<file path="src/design/tdm_alarm_pkg.sv">
// constants, field layout and carrier types for the per-port tdm alarm registers
package tdm_alarm_pkg;

  localparam int PORT_COUNT = 8;
  localparam int CHAN_W     = 5;
  localparam int ADDR_W     = 16;
  localparam int DATA_W     = 16;
  localparam int MAP_W      = 32;
  localparam int PORT_W     = 3;

  // register map: port p sits at base + p * stride
  localparam logic [15:0] CTRL1_BASE_ADDR    = 16'h6200;
  localparam logic [15:0] ALARM_BASE_ADDR    = 16'h6206;
  localparam logic [15:0] MAP_HIGH_BASE_ADDR = 16'h6208;
  localparam logic [15:0] MAP_LOW_BASE_ADDR  = 16'h620a;
  localparam logic [15:0] PORT_STRIDE        = 16'h0010;

  // address split: page above the port field, port number, slot within the port
  localparam int PAGE_LSB = 7;
  localparam int PORT_LSB = 4;
  localparam int SLOT_W   = 4;
  localparam logic [8:0] BLOCK_PAGE = CTRL1_BASE_ADDR[15:PAGE_LSB];
  localparam logic [3:0] SLOT_CTRL1 = CTRL1_BASE_ADDR[3:0];
  localparam logic [3:0] SLOT_ALARM = ALARM_BASE_ADDR[3:0];
  localparam logic [3:0] SLOT_HIGH  = MAP_HIGH_BASE_ADDR[3:0];
  localparam logic [3:0] SLOT_LOW   = MAP_LOW_BASE_ADDR[3:0];

  // alarm register fields
  localparam int RSVD_BIT    = 0;
  localparam int ALERT_LSB   = 1;
  localparam int ALERT_MSB   = 5;
  localparam int STATUS_LSB  = 6;
  localparam int STATUS_MSB  = 10;
  localparam int REPORT_LSB  = 11;
  localparam int REPORT_MSB  = 15;

  // index of each condition inside the five-bit enable and status vectors
  localparam int ST_LOS    = 0;
  localparam int ST_UDT    = 1;
  localparam int ST_SDT    = 2;
  localparam int ST_PERM   = 3;
  localparam int ST_SIMPLE = 4;

  localparam logic [15:0] ALARM_RESET = 16'h0040;
  localparam logic [15:0] MAP_RESET   = 16'h0000;

  // data mode field of control register 1
  localparam int MODE_LSB = 13;
  localparam int MODE_MSB = 14;
  localparam logic [1:0] MODE_NONE         = 2'h0;
  localparam logic [1:0] MODE_UNSTRUCTURED = 2'h1;

  typedef struct packed {
    logic [ADDR_W-1:0] addr;
    logic              rd;
    logic              wr;
    logic [DATA_W-1:0] wdata;
  } reg_req_type;

  typedef struct packed {
    logic              hit;
    logic              ctrl1;
    logic [PORT_W-1:0] port;
    logic [SLOT_W-1:0] slot;
  } reg_decode_type;

  typedef struct packed {
    logic              udt_outbuf_error;
    logic              sdt_outbuf_error;
    logic              perm_underrun;
    logic              perm_enable;
    logic [CHAN_W-1:0] perm_channel;
    logic              simple_underrun;
    logic              simple_enable;
    logic [CHAN_W-1:0] simple_channel;
  } port_event_type;

endpackage : tdm_alarm_pkg

</file>
<file path="src/design/pin_sync2.sv">
// two-flop synchroniser for asynchronous pin levels
module pin_sync2 #(
  parameter int WIDTH = 8
) (
  input  logic             i_clk_sys,
  input  logic             i_rst,
  input  logic [WIDTH-1:0] i_async,
  output logic [WIDTH-1:0] o_sync
);

  logic [WIDTH-1:0] meta_ff;
  logic [WIDTH-1:0] sync_ff;

  // the first stage feeds the second stage only
  always_ff @(posedge i_clk_sys or posedge i_rst)
  begin
    if (i_rst)
    begin
      meta_ff <= '0;
      sync_ff <= '0;
    end
    else
    begin
      meta_ff <= i_async;
      sync_ff <= meta_ff;
    end
  end

  assign o_sync = sync_ff;

endmodule : pin_sync2

</file>
<file path="src/design/tdm_port_alarm_status_regs.sv">
// per-port tdm alarm, underrun report and service flag registers
// Notes on behaviour
// - loss-of-signal enabled and latched raises service
// - unstructured buffer error enabled raises service
// - structured buffer error enabled raises service
// - permanent underrun enabled raises service
// - simple underrun enabled raises service
// - loss-of-signal pin latches bit 6, zero clears
// - loss clear ignored until control 1 written
// - unstructured buffer error latches bit 7
// - structured buffer error latches bit 8
// - enabled permanent underrun latches bit 9
// - enabled simple underrun latches bit 10
// - bits 15:11 hold last simple underrun channel
// - map high half in fifth register
// - map low half in sixth register
// - permanent underrun sets channel bit, zero write clears
// - port p registers at base plus p*10h
// - data mode selects which status bits apply
module tdm_port_alarm_status_regs
  import tdm_alarm_pkg::*;
(
  input  logic                  i_clk_sys,
  input  logic                  i_rst,
  input  reg_req_type           i_reg_req,
  input  logic [PORT_COUNT-1:0] i_loss_of_signal_input_pin,
  input  port_event_type        i_port_event [PORT_COUNT],
  output logic                  o_reg_ack,
  output logic [DATA_W-1:0]     o_reg_rdata,
  output logic                  o_tdm_service_request,
  output logic [PORT_COUNT-1:0] o_port_service
);

  // splits a host address into port and slot; used for both reads and writes
  function automatic reg_decode_type decode_addr(input logic [ADDR_W-1:0] addr);
    reg_decode_type d;
    logic           page_ok;
    page_ok = (addr[ADDR_W-1:PAGE_LSB] == BLOCK_PAGE);
    d.port  = addr[PAGE_LSB-1:PORT_LSB];
    d.slot  = addr[SLOT_W-1:0];
    d.ctrl1 = page_ok && (d.slot == SLOT_CTRL1);
    d.hit   = page_ok && ((d.slot == SLOT_ALARM) || (d.slot == SLOT_HIGH) || (d.slot == SLOT_LOW));
    return d;
  endfunction : decode_addr

  // mode decode shared by every port; 00 latches nothing at all
  function automatic logic mode_is_unstructured(input logic [1:0] mode);
    logic res;
    case (mode)
      MODE_UNSTRUCTURED:
      begin
        res = 1'b1;
      end
      default:
      begin
        res = 1'b0;
      end
    endcase
    return res;
  endfunction : mode_is_unstructured

  // both remaining codes select structured transport, the large-channel variant included
  function automatic logic mode_is_structured(input logic [1:0] mode);
    logic res;
    case (mode)
      MODE_NONE:
      begin
        res = 1'b0;
      end
      MODE_UNSTRUCTURED:
      begin
        res = 1'b0;
      end
      default:
      begin
        res = 1'b1;
      end
    endcase
    return res;
  endfunction : mode_is_structured

  reg_decode_type dec;

  logic [PORT_COUNT-1:0] los_sync;

  logic [PORT_COUNT-1:0] programmed_ff;
  logic [1:0]            mode_ff       [PORT_COUNT];
  logic [4:0]            alert_en_ff   [PORT_COUNT];
  logic [4:0]            status_ff     [PORT_COUNT];
  logic [4:0]            nxt_status    [PORT_COUNT];
  logic [CHAN_W-1:0]     report_ff     [PORT_COUNT];
  logic [MAP_W-1:0]      map_ff        [PORT_COUNT];
  logic [MAP_W-1:0]      nxt_map       [PORT_COUNT];
  logic [DATA_W-1:0]     alarm_word    [PORT_COUNT];
  logic [PORT_COUNT-1:0] port_cond;

  logic                  ack_ff;
  logic [DATA_W-1:0]     rdata_ff;
  logic [DATA_W-1:0]     nxt_rdata;
  logic                  service_ff;
  logic [PORT_COUNT-1:0] port_service_ff;

  assign dec = decode_addr(i_reg_req.addr);

  // the loss-of-signal pin is asynchronous to the system clock
  pin_sync2 #(
    .WIDTH (PORT_COUNT)
  ) u_los_sync (
    .i_clk_sys (i_clk_sys),
    .i_rst     (i_rst),
    .i_async   (i_loss_of_signal_input_pin),
    .o_sync    (los_sync)
  );

  genvar p;
  generate
    for (p = 0; p < PORT_COUNT; p++)
    begin : g_port
      logic             sel;
      logic             wr_ctrl1;
      logic             wr_alarm;
      logic             wr_high;
      logic             wr_low;
      logic             unstructured;
      logic             structured;
      logic [4:0]       set_vec;
      logic [4:0]       clr_vec;
      logic [MAP_W-1:0] set_map;
      logic [MAP_W-1:0] clr_map;

      assign sel      = i_reg_req.wr && (dec.port == PORT_W'(p));
      assign wr_ctrl1 = sel && dec.ctrl1;
      assign wr_alarm = sel && dec.hit && (dec.slot == SLOT_ALARM);
      assign wr_high  = sel && dec.hit && (dec.slot == SLOT_HIGH);
      assign wr_low   = sel && dec.hit && (dec.slot == SLOT_LOW);

      assign unstructured = mode_is_unstructured(mode_ff[p]);
      assign structured   = mode_is_structured(mode_ff[p]);

      // control register 1 lives elsewhere; its writes are watched for arming and mode
      always_ff @(posedge i_clk_sys or posedge i_rst)
      begin
        if (i_rst)
        begin
          programmed_ff[p] <= 1'b0;
        end
        else if (wr_ctrl1)
        begin
          programmed_ff[p] <= 1'b1;
        end
      end

      always_ff @(posedge i_clk_sys or posedge i_rst)
      begin
        if (i_rst)
        begin
          mode_ff[p] <= MODE_NONE;
        end
        else if (wr_ctrl1)
        begin
          mode_ff[p] <= i_reg_req.wdata[MODE_MSB:MODE_LSB];
        end
      end

      always_ff @(posedge i_clk_sys or posedge i_rst)
      begin
        if (i_rst)
        begin
          alert_en_ff[p] <= ALARM_RESET[ALERT_MSB:ALERT_LSB];
        end
        else if (wr_alarm)
        begin
          alert_en_ff[p] <= i_reg_req.wdata[ALERT_MSB:ALERT_LSB];
        end
      end

      always_comb
      begin
        set_vec            = '0;
        set_vec[ST_LOS]    = los_sync[p] && unstructured;
        set_vec[ST_UDT]    = i_port_event[p].udt_outbuf_error && unstructured;
        set_vec[ST_SDT]    = i_port_event[p].sdt_outbuf_error && structured;
        set_vec[ST_PERM]   = i_port_event[p].perm_underrun && i_port_event[p].perm_enable
                             && structured;
        set_vec[ST_SIMPLE] = i_port_event[p].simple_underrun && i_port_event[p].simple_enable
                             && structured;
      end

      always_comb
      begin
        clr_vec = '0;
        if (wr_alarm)
        begin
          clr_vec = ~i_reg_req.wdata[STATUS_MSB:STATUS_LSB];
          // a loss-of-signal clear that arrives before control register 1 is written is dropped
          clr_vec[ST_LOS] = clr_vec[ST_LOS] && programmed_ff[p];
        end
      end

      // a new event in the clearing cycle survives the clear
      assign nxt_status[p] = set_vec | (status_ff[p] & ~clr_vec);

      always_ff @(posedge i_clk_sys or posedge i_rst)
      begin
        if (i_rst)
        begin
          status_ff[p] <= ALARM_RESET[STATUS_MSB:STATUS_LSB];
        end
        else
        begin
          status_ff[p] <= nxt_status[p];
        end
      end

      always_ff @(posedge i_clk_sys or posedge i_rst)
      begin
        if (i_rst)
        begin
          report_ff[p] <= ALARM_RESET[REPORT_MSB:REPORT_LSB];
        end
        else if (i_port_event[p].simple_underrun && structured)
        begin
          report_ff[p] <= i_port_event[p].simple_channel;
        end
      end

      always_comb
      begin
        set_map = '0;
        if (i_port_event[p].perm_underrun && structured)
        begin
          set_map = MAP_W'(1) << i_port_event[p].perm_channel;
        end
      end

      always_comb
      begin
        clr_map = '0;
        if (wr_high)
        begin
          clr_map[MAP_W-1:DATA_W] = ~i_reg_req.wdata;
        end
        if (wr_low)
        begin
          clr_map[DATA_W-1:0] = ~i_reg_req.wdata;
        end
      end

      assign nxt_map[p] = set_map | (map_ff[p] & ~clr_map);

      always_ff @(posedge i_clk_sys or posedge i_rst)
      begin
        if (i_rst)
        begin
          map_ff[p] <= {MAP_RESET, MAP_RESET};
        end
        else
        begin
          map_ff[p] <= nxt_map[p];
        end
      end

      always_comb
      begin
        alarm_word[p]                        = '0;
        alarm_word[p][ALERT_MSB:ALERT_LSB]   = alert_en_ff[p];
        alarm_word[p][STATUS_MSB:STATUS_LSB] = status_ff[p];
        alarm_word[p][REPORT_MSB:REPORT_LSB] = report_ff[p];
      end

      // enable bit i guards status bit i, so one AND covers all five conditions
      assign port_cond[p] = |(alert_en_ff[p] & status_ff[p]);
    end
  endgenerate

  always_comb
  begin
    nxt_rdata = '0;
    if (i_reg_req.rd && dec.hit)
    begin
      case (dec.slot)
        SLOT_ALARM:
        begin
          nxt_rdata = alarm_word[dec.port];
        end
        SLOT_HIGH:
        begin
          nxt_rdata = map_ff[dec.port][MAP_W-1:DATA_W];
        end
        SLOT_LOW:
        begin
          nxt_rdata = map_ff[dec.port][DATA_W-1:0];
        end
        default:
        begin
          nxt_rdata = '0;
        end
      endcase
    end
  end

  // unmapped addresses give no ack so that another register block may answer
  always_ff @(posedge i_clk_sys or posedge i_rst)
  begin
    if (i_rst)
    begin
      ack_ff <= 1'b0;
    end
    else
    begin
      ack_ff <= (i_reg_req.rd || i_reg_req.wr) && dec.hit;
    end
  end

  // read data falls back to zero after its cycle so it can be ored with other blocks
  always_ff @(posedge i_clk_sys or posedge i_rst)
  begin
    if (i_rst)
    begin
      rdata_ff <= '0;
    end
    else
    begin
      rdata_ff <= nxt_rdata;
    end
  end

  // registered flag trails its cause by one cycle, kept glitch free for the main status
  always_ff @(posedge i_clk_sys or posedge i_rst)
  begin
    if (i_rst)
    begin
      service_ff <= 1'b0;
    end
    else
    begin
      service_ff <= |port_cond;
    end
  end

  always_ff @(posedge i_clk_sys or posedge i_rst)
  begin
    if (i_rst)
    begin
      port_service_ff <= '0;
    end
    else
    begin
      port_service_ff <= port_cond;
    end
  end

  assign o_reg_ack             = ack_ff;
  assign o_reg_rdata           = rdata_ff;
  assign o_tdm_service_request = service_ff;
  assign o_port_service        = port_service_ff;

endmodule : tdm_port_alarm_status_regs

</file>
<file path="config.mk">
export PLATFORM = sky130hd
export DESIGN_NAME = tdm_port_alarm_status_regs
export DESIGN_NICKNAME = d
export VERILOG_FILES = /design/src/design/tdm_alarm_pkg.sv /design/src/design/pin_sync2.sv /design/src/design/tdm_port_alarm_status_regs.sv
export SDC_FILE = /design/constraint.sdc
export NUM_CORES = 1
export LEC_CHECK = 0
export BUFFER_PORTS_ARGS = -buffer_cell sky130_fd_sc_hd__buf_2
export CORE_AREA = 2 2 209 211
export CTS_CLUSTER_SIZE = 30
export DETAILED_ROUTE_END_ITERATION = 16
export DIE_AREA = 0 0 211 213
export PLACE_DENSITY = 0.72
export SYNTH_ARGS = -nofsm -noshare
export SYNTH_HDL_FRONTEND = slang
export SYNTH_SLANG_ARGS = --single-unit
</file>
<file path="constraint.sdc">
create_clock -name i_clk_sys -period 19.6 [get_ports i_clk_sys]
set_clock_uncertainty 0.15 [all_clocks]
set_input_delay 4.9 -clock i_clk_sys [delete_from_list [all_inputs] [get_ports i_clk_sys]]
set_output_delay 4.9 -clock i_clk_sys [all_outputs]
set_load 0.01 [all_outputs]
</file>
Yosys cells after proc, flatten, opt, wreduce, memory -nomap -nowiden. Cells that the tools add are included.

Flip-flop bits (word level): 442. Bits of input ports: 172. Output and inout port bits: 26. Logic and storage cells: 359.

Order comparisons: 1. Equality and inequality tests: 19. Shifts and indexed selects: 8. Multiplexer cells: 56. Bitwise operators: 59. Reduce and logical (&&, ||, !) cells: 162.

Operators by type and width (count): 32-bit two-way mux (10); 16-bit two-way mux (19); 32-bit AND (8); 32-bit inverter (8); 32-bit OR (8); 1-bit by 5-bit << shifter with 32-bit output (first input constant) (8); 1-bit logical AND (132); 32-bit binary-select mux with 3-bit select (1); 5-bit AND (16); 16-bit binary-select mux with 3-bit select (1); 16-bit one-hot mux with 3 select lines (1); 5-bit inverter (9); 5-bit two-way mux (8); 5-bit OR (8); 40-bit OR reduction (1); 5-bit OR reduction (8); 2-bit by 1-bit equality test with 1-bit output (second input constant) (8); 2-bit logical NOT (8); 1-bit two-way mux (16); 16-bit inverter (1); 2-bit OR reduction (8); 3-bit equality test (second input constant) (4); 9-bit by 8-bit equality test with 1-bit output (second input constant) (1); 4-bit equality test (second input constant) (2); other kinds (8) (11).

Logic depth before layout (Yosys ltp). Gate-level depths: netlist (run 1).

Word-level depth: 10. Depth in mapped cells: 8. Gate-level depth less buffers: 4.

Hierarchy. From an unflattened synthesis (run 1), not the netlist that was laid out.

Cells, all modules: 1762. Area total of the unflattened synthesis: 20986.4 µm².

Modules (own cells, without submodules): tdm_port_alarm_status_regs (times used 1, cells an instance 1745, area an instance 20582.2 µm²); pin_sync2 (times used 1, cells an instance 17, area an instance 404.1 µm²).

Least setup slack after synthesis (run 1). Ideal clock, no wire load.

Path kind: input to register. From: input i_reg_req[22] in the netlist's numbering. To: register mode_ff[0] in the netlist's numbering. Data arrival time: 6.451 ns. Slack: 12.874 ns. Stages on the path: 7. Cells stage by stage: buf_4 > buf_2 > buf_4 > buf_2 > nand2_1 > nor3_1 > mux2_2.

Cells in the longest elaborated chain, start to end: 3.

Ends and longest elaborated chain: start: declaration (line tdm_port_alarm_status_regs.sv:25) `input reg_req_type i_reg_req,`; 3-bit equality test (line tdm_port_alarm_status_regs.sv:131) `assign sel = i_reg_req.wr && (dec.port == PORT_W'(p));`; 1-bit logical AND (line tdm_port_alarm_status_regs.sv:131); 1-bit logical AND (line tdm_port_alarm_status_regs.sv:132) `assign wr_ctrl1 = sel && dec.ctrl1;`; end signal: indexed assignment (line tdm_port_alarm_status_regs.sv:161) `mode_ff[p] <= i_reg_req.wdata[MODE_MSB:MODE_LSB];`; end: declaration (line tdm_port_alarm_status_regs.sv:87) `logic [1:0] mode_ff [PORT_COUNT];`.

No other way between the ends. A chain may end at the register's enable or synchronous reset.

==> flow_summary.ini, run 1 <==
[detailed_routing]
drc = 0
wl_met1_um = 28060
met3_wirelength_um = 8796
vias = 17470
drt_iter0_drc = 2246
vias_per_cell = 7.069
first_pass_iters = 6
routed_wl_um = 73670
final_antenna_net_count = 0
wl_per_cell_um = 29.81
wl_met2_um = 33070
dr.max_layer_used = met5

[outcome]
outcome = finished clean

[die]
fp-row-count = 76
dieArea_mm2 = 0.04494
die_width_um = 211
die_y_um = 213
core-area_mm2 = 0.04270
initial_core_util = 0.4944
pin_count = 198

[placed_design]
port_buffers = 197
placed_area_mm2 = 0.02242
dp.cells = 2382
hpwl_um = 49890
place_congestion = 0.9557

[yosys]
ys.flop_type = dfrtp_1
yosysSeqAreaShare = 0.5245
yosys_warnings = 0
synth_area_per_cell_um2 = 11.96
synth_top_family_by_area = compound AO/OA/AOI/OAI gates
yosys-top-cells-count = dfrtp_1, o21ai_0, o41ai_1, o31ai_1, nand2_1
synth-compound-area-share = 0.2011
synthSimpleGateAreaFrac = 0.08500
yosys-top-cells-area = dfrtp_1, mux4_2, o41ai_1
synth-edff-count = 0
syn_area_mm2 = 0.02111
synth_top_area_share = 0.5145
syn_inst = 1765
synthAdderAreaFrac = 0
syn-num-nets = 1937
synth_top_cell_by_area = dfrtp_1
yosys_register_bits = 442
synth_xor_area_frac = 0
synth_mux_area_frac = 0.1601
async_reset_ff_frac = 1.000
yosysUniqueCellTypes = 51
yosysMostFrequentCell = dfrtp_1

[cts]
max-clock-path-buffers = 3
cts_buffers = 48
cts-root-buf = clkbuf_16
numClockSinks = 442
htree_levels = 2
post_cts_buffers = 0
cts_tree = done
clk_pin_slew_ns = 0.06
ctsHoldBuffers = 0
clk_latency_ns = 0.59
post_cts_resize_count = 0

[global_routing]
grt_pass1_vias = 17260
grt-ovfl-total = 0
track_usage = 0.3278
antenna_found_initial = 8
grt_pass1_wl_um = 109500
grt_max_degree = 107

[worst_setup_path]
crit_path_end_kind = async pin
cp_max_fo = 87
path_cells = buf_2 -> inv_8 -> buf_4 -> buf_4 -> buf_4
required_ns = 20.04
critical_path_class = in -> async
cpMostUsedCell = buf_4
crit_arrival_ns = 8.14
cpPeakStageDelay_ns = 0.86
critPathSlowestCell = buf_4
start_kind = input pin

[power_and_ir_drop]
power.share.clock = 0.463
p_sw_w = 0.0004547
switching_share = 0.2367
total_power_w = 0.001921
power.internal_w = 0.001466
p_per_area_mw_per_mm2 = 80.21
power_frac_seq = 0.477
leakage_nw = 10.45
peakVddDrop_mv = 0.06311
power_frac_comb = 0.061

[sta]
setup_viol = 0
max_freq_mhz = 129.9
tns_ns = 0
slew_headroom = 0.1928
rsz0062_at_grt = no
tightest_slew_ns = 1.211
slew_viol_final = 0
fin_crit_sh = 0.3928
period_needed_ns = 7.699
hold_viol = 0

[finish]
drive_gt1_frac = 0.2776
nFillCells = 3553
final_design_area_no_fill_mm2 = 0.02395
final_cell_count_no_fill = 2471
syn2layout_area_growth_pct = 13.45
multi_input_area_mm2 = 0.009464
seqCellArea_mm2 = 0.01107
final_nets = 2058

[min_path]
hold_path.class = reg -> reg

[flow_run]
drv_cap = 0
-- flip-flops by register name, indices dropped and copies added, names as in the netlist --
name / flops
mode_ff: 16
alarm_word: 120
programmed_ff: 8
map_ff: 256
o_tdm_service_request: 1
o_reg_ack: 1
o_port_service: 8
u_los_sync.meta_ff: 8
o_reg_rdata: 16
u_los_sync.o_sync: 8
-- power by group through the flow --
stage               Sequential (W)  Combinational (W)  Clock, W
finish                    0.000916           0.000116  0.000889
CTS                       0.000916           0.000114  0.000894
floorplan                 0.000933          0.0000584         0
global route              0.000916           0.000123  0.000933
global placement          0.000932           0.000112         0
detailed placement        0.000932           0.000114         0
-- metal layers --
| metal | up-vias | track usage |
|---|---|---|
| met4 | 2 | 0.1722 |
| met3 | 196 | 0.09648 |
| met2 | 1312 | 0.4814 |
| met5 | - | 0 |
| li1 | 7214 | - |
| met1 | 8743 | 0.4430 |
-- path summary, 6_finish.rpt --
| path | from | to | slack [ns] | cells after the start |
|---|---|---|---|---|
| worst max-delay path | i_rst | map_ff[175]$_DFF_PP0_ | 11.90 | 5 |
| worst min-delay path | u_los_sync.meta_ff[4]$_DFF_PP0_ | u_los_sync.o_sync[4]$_DFF_PP0_ | 0.20 | 0 |
| worst max register to register | alarm_word[98]$_DFFE_PP0N_ | o_reg_rdata[2]$_DFF_PP0_ | 17.61 | 4 |
| worst min register to register | u_los_sync.meta_ff[4]$_DFF_PP0_ | u_los_sync.o_sync[4]$_DFF_PP0_ | 0.20 | 0 |
| max in group i_clk_sys | i_reg_req[23] | alarm_word[67]$_DFFE_PP0N_ | 12.12 | 7 |
| min in group asynchronous | i_rst | map_ff[195]$_DFF_PP0_ | 4.27 | 2 |
-- layout by cell type (no fill, tap or decap), types with 6 or more instances in the layout --
cell type / instances
dfrtp_1: 434
o21ai_0: 244
buf_2: 195
o41ai_1: 152
o31ai_1: 144
nand2_1: 131
mux2_2: 105
mux4_2: 94
clkbuf_16: 49
nand3_1: 35
nand2b_1: 32
nor2_1: 31
buf_4: 24
a221oi_1: 21
or2_2: 21
or3_1: 20
nor2b_1: 18
clkbuf_1: 15
nand3b_1: 14
o21ai_1: 12
a22oi_1: 11
clkbuf_8: 10
mux2i_1: 8
and3_1: 8
a222oi_1: 8
dfstp_2: 8
clkinv_2: 8
o22a_1: 7
nor3_1: 6
-- area by class of cell --
type	count	share of cell area
sequential	442	0.4623
multi-input combinational	1168	0.3952
clock buffer	74	0.05930
timing repair buffer	220	0.04875
tap	546	0.02853
clock inverter	10	0.004180
inverter	6	0.001254
antenna	5	0.0005225
-- through the flow --
step | worst slack [ns] | utilization | hold WS [ns]
final | 11.90 | 0.5609 | 0.1968
after global routing | 11.33 | 0.5609 | 0.2050
after CTS | 11.77 | 0.5606 | 0.1990
after detailed placement | 11.16 | 0.5250 | 0.1856
after global placement | 11.25 | 0.5250 | 0.1849
after floorplan | 2.248 | - | 0.1812
-- logic make-up after synthesis --
| kind of cell | after synthesis |
|---|---|
| AOI/OAI and AO/OA | 616 |
| buffers and inverters | 155 |
| DFF | 442 |
| muxes | 207 |
| and+or+nand+nor | 345 |
-- critical path, delay by kind of cell --
family                 cells  cell delay (ns)
buffers and inverters      5             3.07
Power figures use the tool's default switching activity.
==> run 2, diff against run 1 <==
==> constraint.sdc (replaced) <==
create_clock -name i_clk_sys -period 7.1 [get_ports i_clk_sys]
set_clock_uncertainty 0.15 [all_clocks]
set_input_delay 1.775 -clock i_clk_sys [delete_from_list [all_inputs] [get_ports i_clk_sys]]
set_output_delay 1.775 -clock i_clk_sys [all_outputs]
set_load 0.01 [all_outputs]
==> run 2 against run 1 <==
Sequential share of layout area decreased by 0.14 points. Via count increased by 0.89%. Largest power group is now the clock network. Highest routed layer unchanged. Hold slack improved by 0.0026 ns. Count of clock-buffer cells in the layout decreased by 3. Setup slack got worse by 9.1 ns. Routed wire length increased by 2.3%.
==> flow_summary.ini, run 2 (synthesized netlist as in run 1, its figures left out) <==
[sta]
fin_crit_sh = 0.6008
tightest_slew_ns = 1.321
slew_viol_final = 0
period_needed_ns = 4.266
hold_viol = 0
slew_headroom = 0.1192
rsz0062_at_grt = no
setup_viol = 0
setup_ws_ns = 2.834
max_freq_mhz = 234.4

[die]
dieArea_mm2 = 0.04494
initial_core_util = 0.4944
core-area_mm2 = 0.04270
pin_count = 198
die_y_um = 213
fp-row-count = 76
die_width_um = 211

[worst_setup_path]
regToRegEndpoint = o_reg_rdata[10]$_DFF_PP0_
path_cells = buf_2 -> nor2b_1 -> nand4b_1 -> nor2_1 -> mux2_2
cpPeakStageDelay_ns = 0.95
crit_path_end_kind = flip-flop
r2r_slack_ns = 5.11
start_kind = input pin
crit_buf_inv = 1
required_ns = 7.41
crit_arrival_ns = 4.58
r2r_cells = 4
critPathSlowestCell = nand4b_1
worstReg2RegStart = alarm_word[106]$_DFF_PP0_
cp_max_fo = 37
critical_path_class = in -> reg
crit_family = simple AND/OR/NAND/NOR gates

[detailed_routing]
drc = 0
vias = 17620
routed_wl_um = 75350
drt_iter0_drc = 2722
wl_per_cell_um = 30.50
vias_per_cell = 7.134
final_antenna_net_count = 0
first_pass_iters = 7

[outcome]
outcome = finished clean

[placed_design]
place_congestion = 0.9703
dp_slack_ns = 2.302
dp.cells = 2380
hpwl_um = 50480
port_buffers = 197

[finish]
most-common-layout-cells = dfrtp_1, o21ai_0, buf_2
regMostFlops = map_ff
layout_commonest_cell = dfrtp_1
syn2layout_area_growth_pct = 13.79
postLayoutCoreUtil = 0.5626
final_cell_count_no_fill = 2470
largest_reg_flops = 256
final_nets = 2054
drive_gt1_frac = 0.2807

[min_path]
min-delay-start = u_los_sync.meta_ff[3]$_DFF_PP0_
min_to = u_los_sync.o_sync[3]$_DFF_PP0_
hold_depth = 0
hold_path.class = reg -> reg

[cts]
numClockSinks = 442
cts_buffers = 46
htree_levels = 2
post_cts_resize_count = 0
cts-root-buf = clkbuf_16
clk_latency_ns = 0.60
post_cts_buffers = 0
max-clock-path-buffers = 3
cts_tree = done
ctsHoldBuffers = 0
clk_pin_slew_ns = 0.06

[power_and_ir_drop]
leakage_nw = 10.49
p_per_area_mw_per_mm2 = 224.3
peakVddDrop_mv = 0.1810

[global_routing]
grt-ovfl-total = 0
antenna_found_initial = 7
grt_pass1_wl_um = 112200
track_usage = 0.3371
grt_pass1_vias = 17210
grt_max_degree = 191

[flow_run]
drv_cap = 0
-- run 2: cell types whose count changed in the layout (fill, tap and decap cells not counted), sizes merged --
cell      previous run  this run
clkinvlp             0         1
bufinv               2         3
clkinv               9        13
buf                220       218
clkbuf              74        71
inv                  5         4
diode                5         4
-- run 2: through the flow --
| stage | cell area [µm²] | setup TNS [ns] | hold slack, ns | power, W |
|---|---|---|---|---|
| after floorplan | 21110 | -343.60 | 0.1812 | 0.002737 |
| after global placement | 22420 | 0 | 0.1823 | 0.002887 |
| after detailed placement | 22420 | 0 | 0.1871 | 0.002891 |
| after CTS | 24010 | 0 | 0.2011 | 0.005385 |
| after global routing | 24020 | 0 | 0.2062 | 0.005517 |
| final | 24020 | 0 | 0.1994 | 0.005388 |
-- run 2: power breakdown --
group,switching [W],internal [W],leakage (nW)
Sequential,0.00000273,0.00253,6.11
Clock,0.00103,0.00150,0.797
Combinational,0.000241,0.0000835,3.58
-- run 2: worst max path at each step --
stage / start / to / slack [ns] / cells after the start
2_1_floorplan: i_rst / alarm_word[100]$_DFFE_PP0N_ / -0.79 / 1
3_3_place_gp: i_reg_req[24] / alarm_word[84]$_DFFE_PP0N_ / 2.50 / 5
3_5_place_dp: i_reg_req[24] / alarm_word[66]$_DFFE_PP0N_ / 2.30 / 5
4_1_cts: i_reg_req[24] / alarm_word[101]$_DFFE_PP0N_ / 2.91 / 5
5_1_grt: i_reg_req[24] / alarm_word[99]$_DFFE_PP0N_ / 2.65 / 5
6_report: i_reg_req[24] / alarm_word[101]$_DFFE_PP0N_ / 2.83 / 5
-- run 2: layer usage --
layer | track usage | wire [µm]
met2 | 0.5011 | 33640
met3 | 0.08089 | 9332
met1 | 0.4645 | 28220
met4 | 0.1719 | 4099
met5 | 0 | 48
-- run 2: cell type report --
type,count,area [µm²]
Clock inverter,15,150.1
Timing Repair Buffer,218,1177
Clock buffer,71,1439
Fill cell,3516,18680
Tap cell,546,683.2
Multi-Input combinational cell,1168,9464
Antenna cell,4,10.01
Inverter,6,26.28
Sequential cell,442,11070
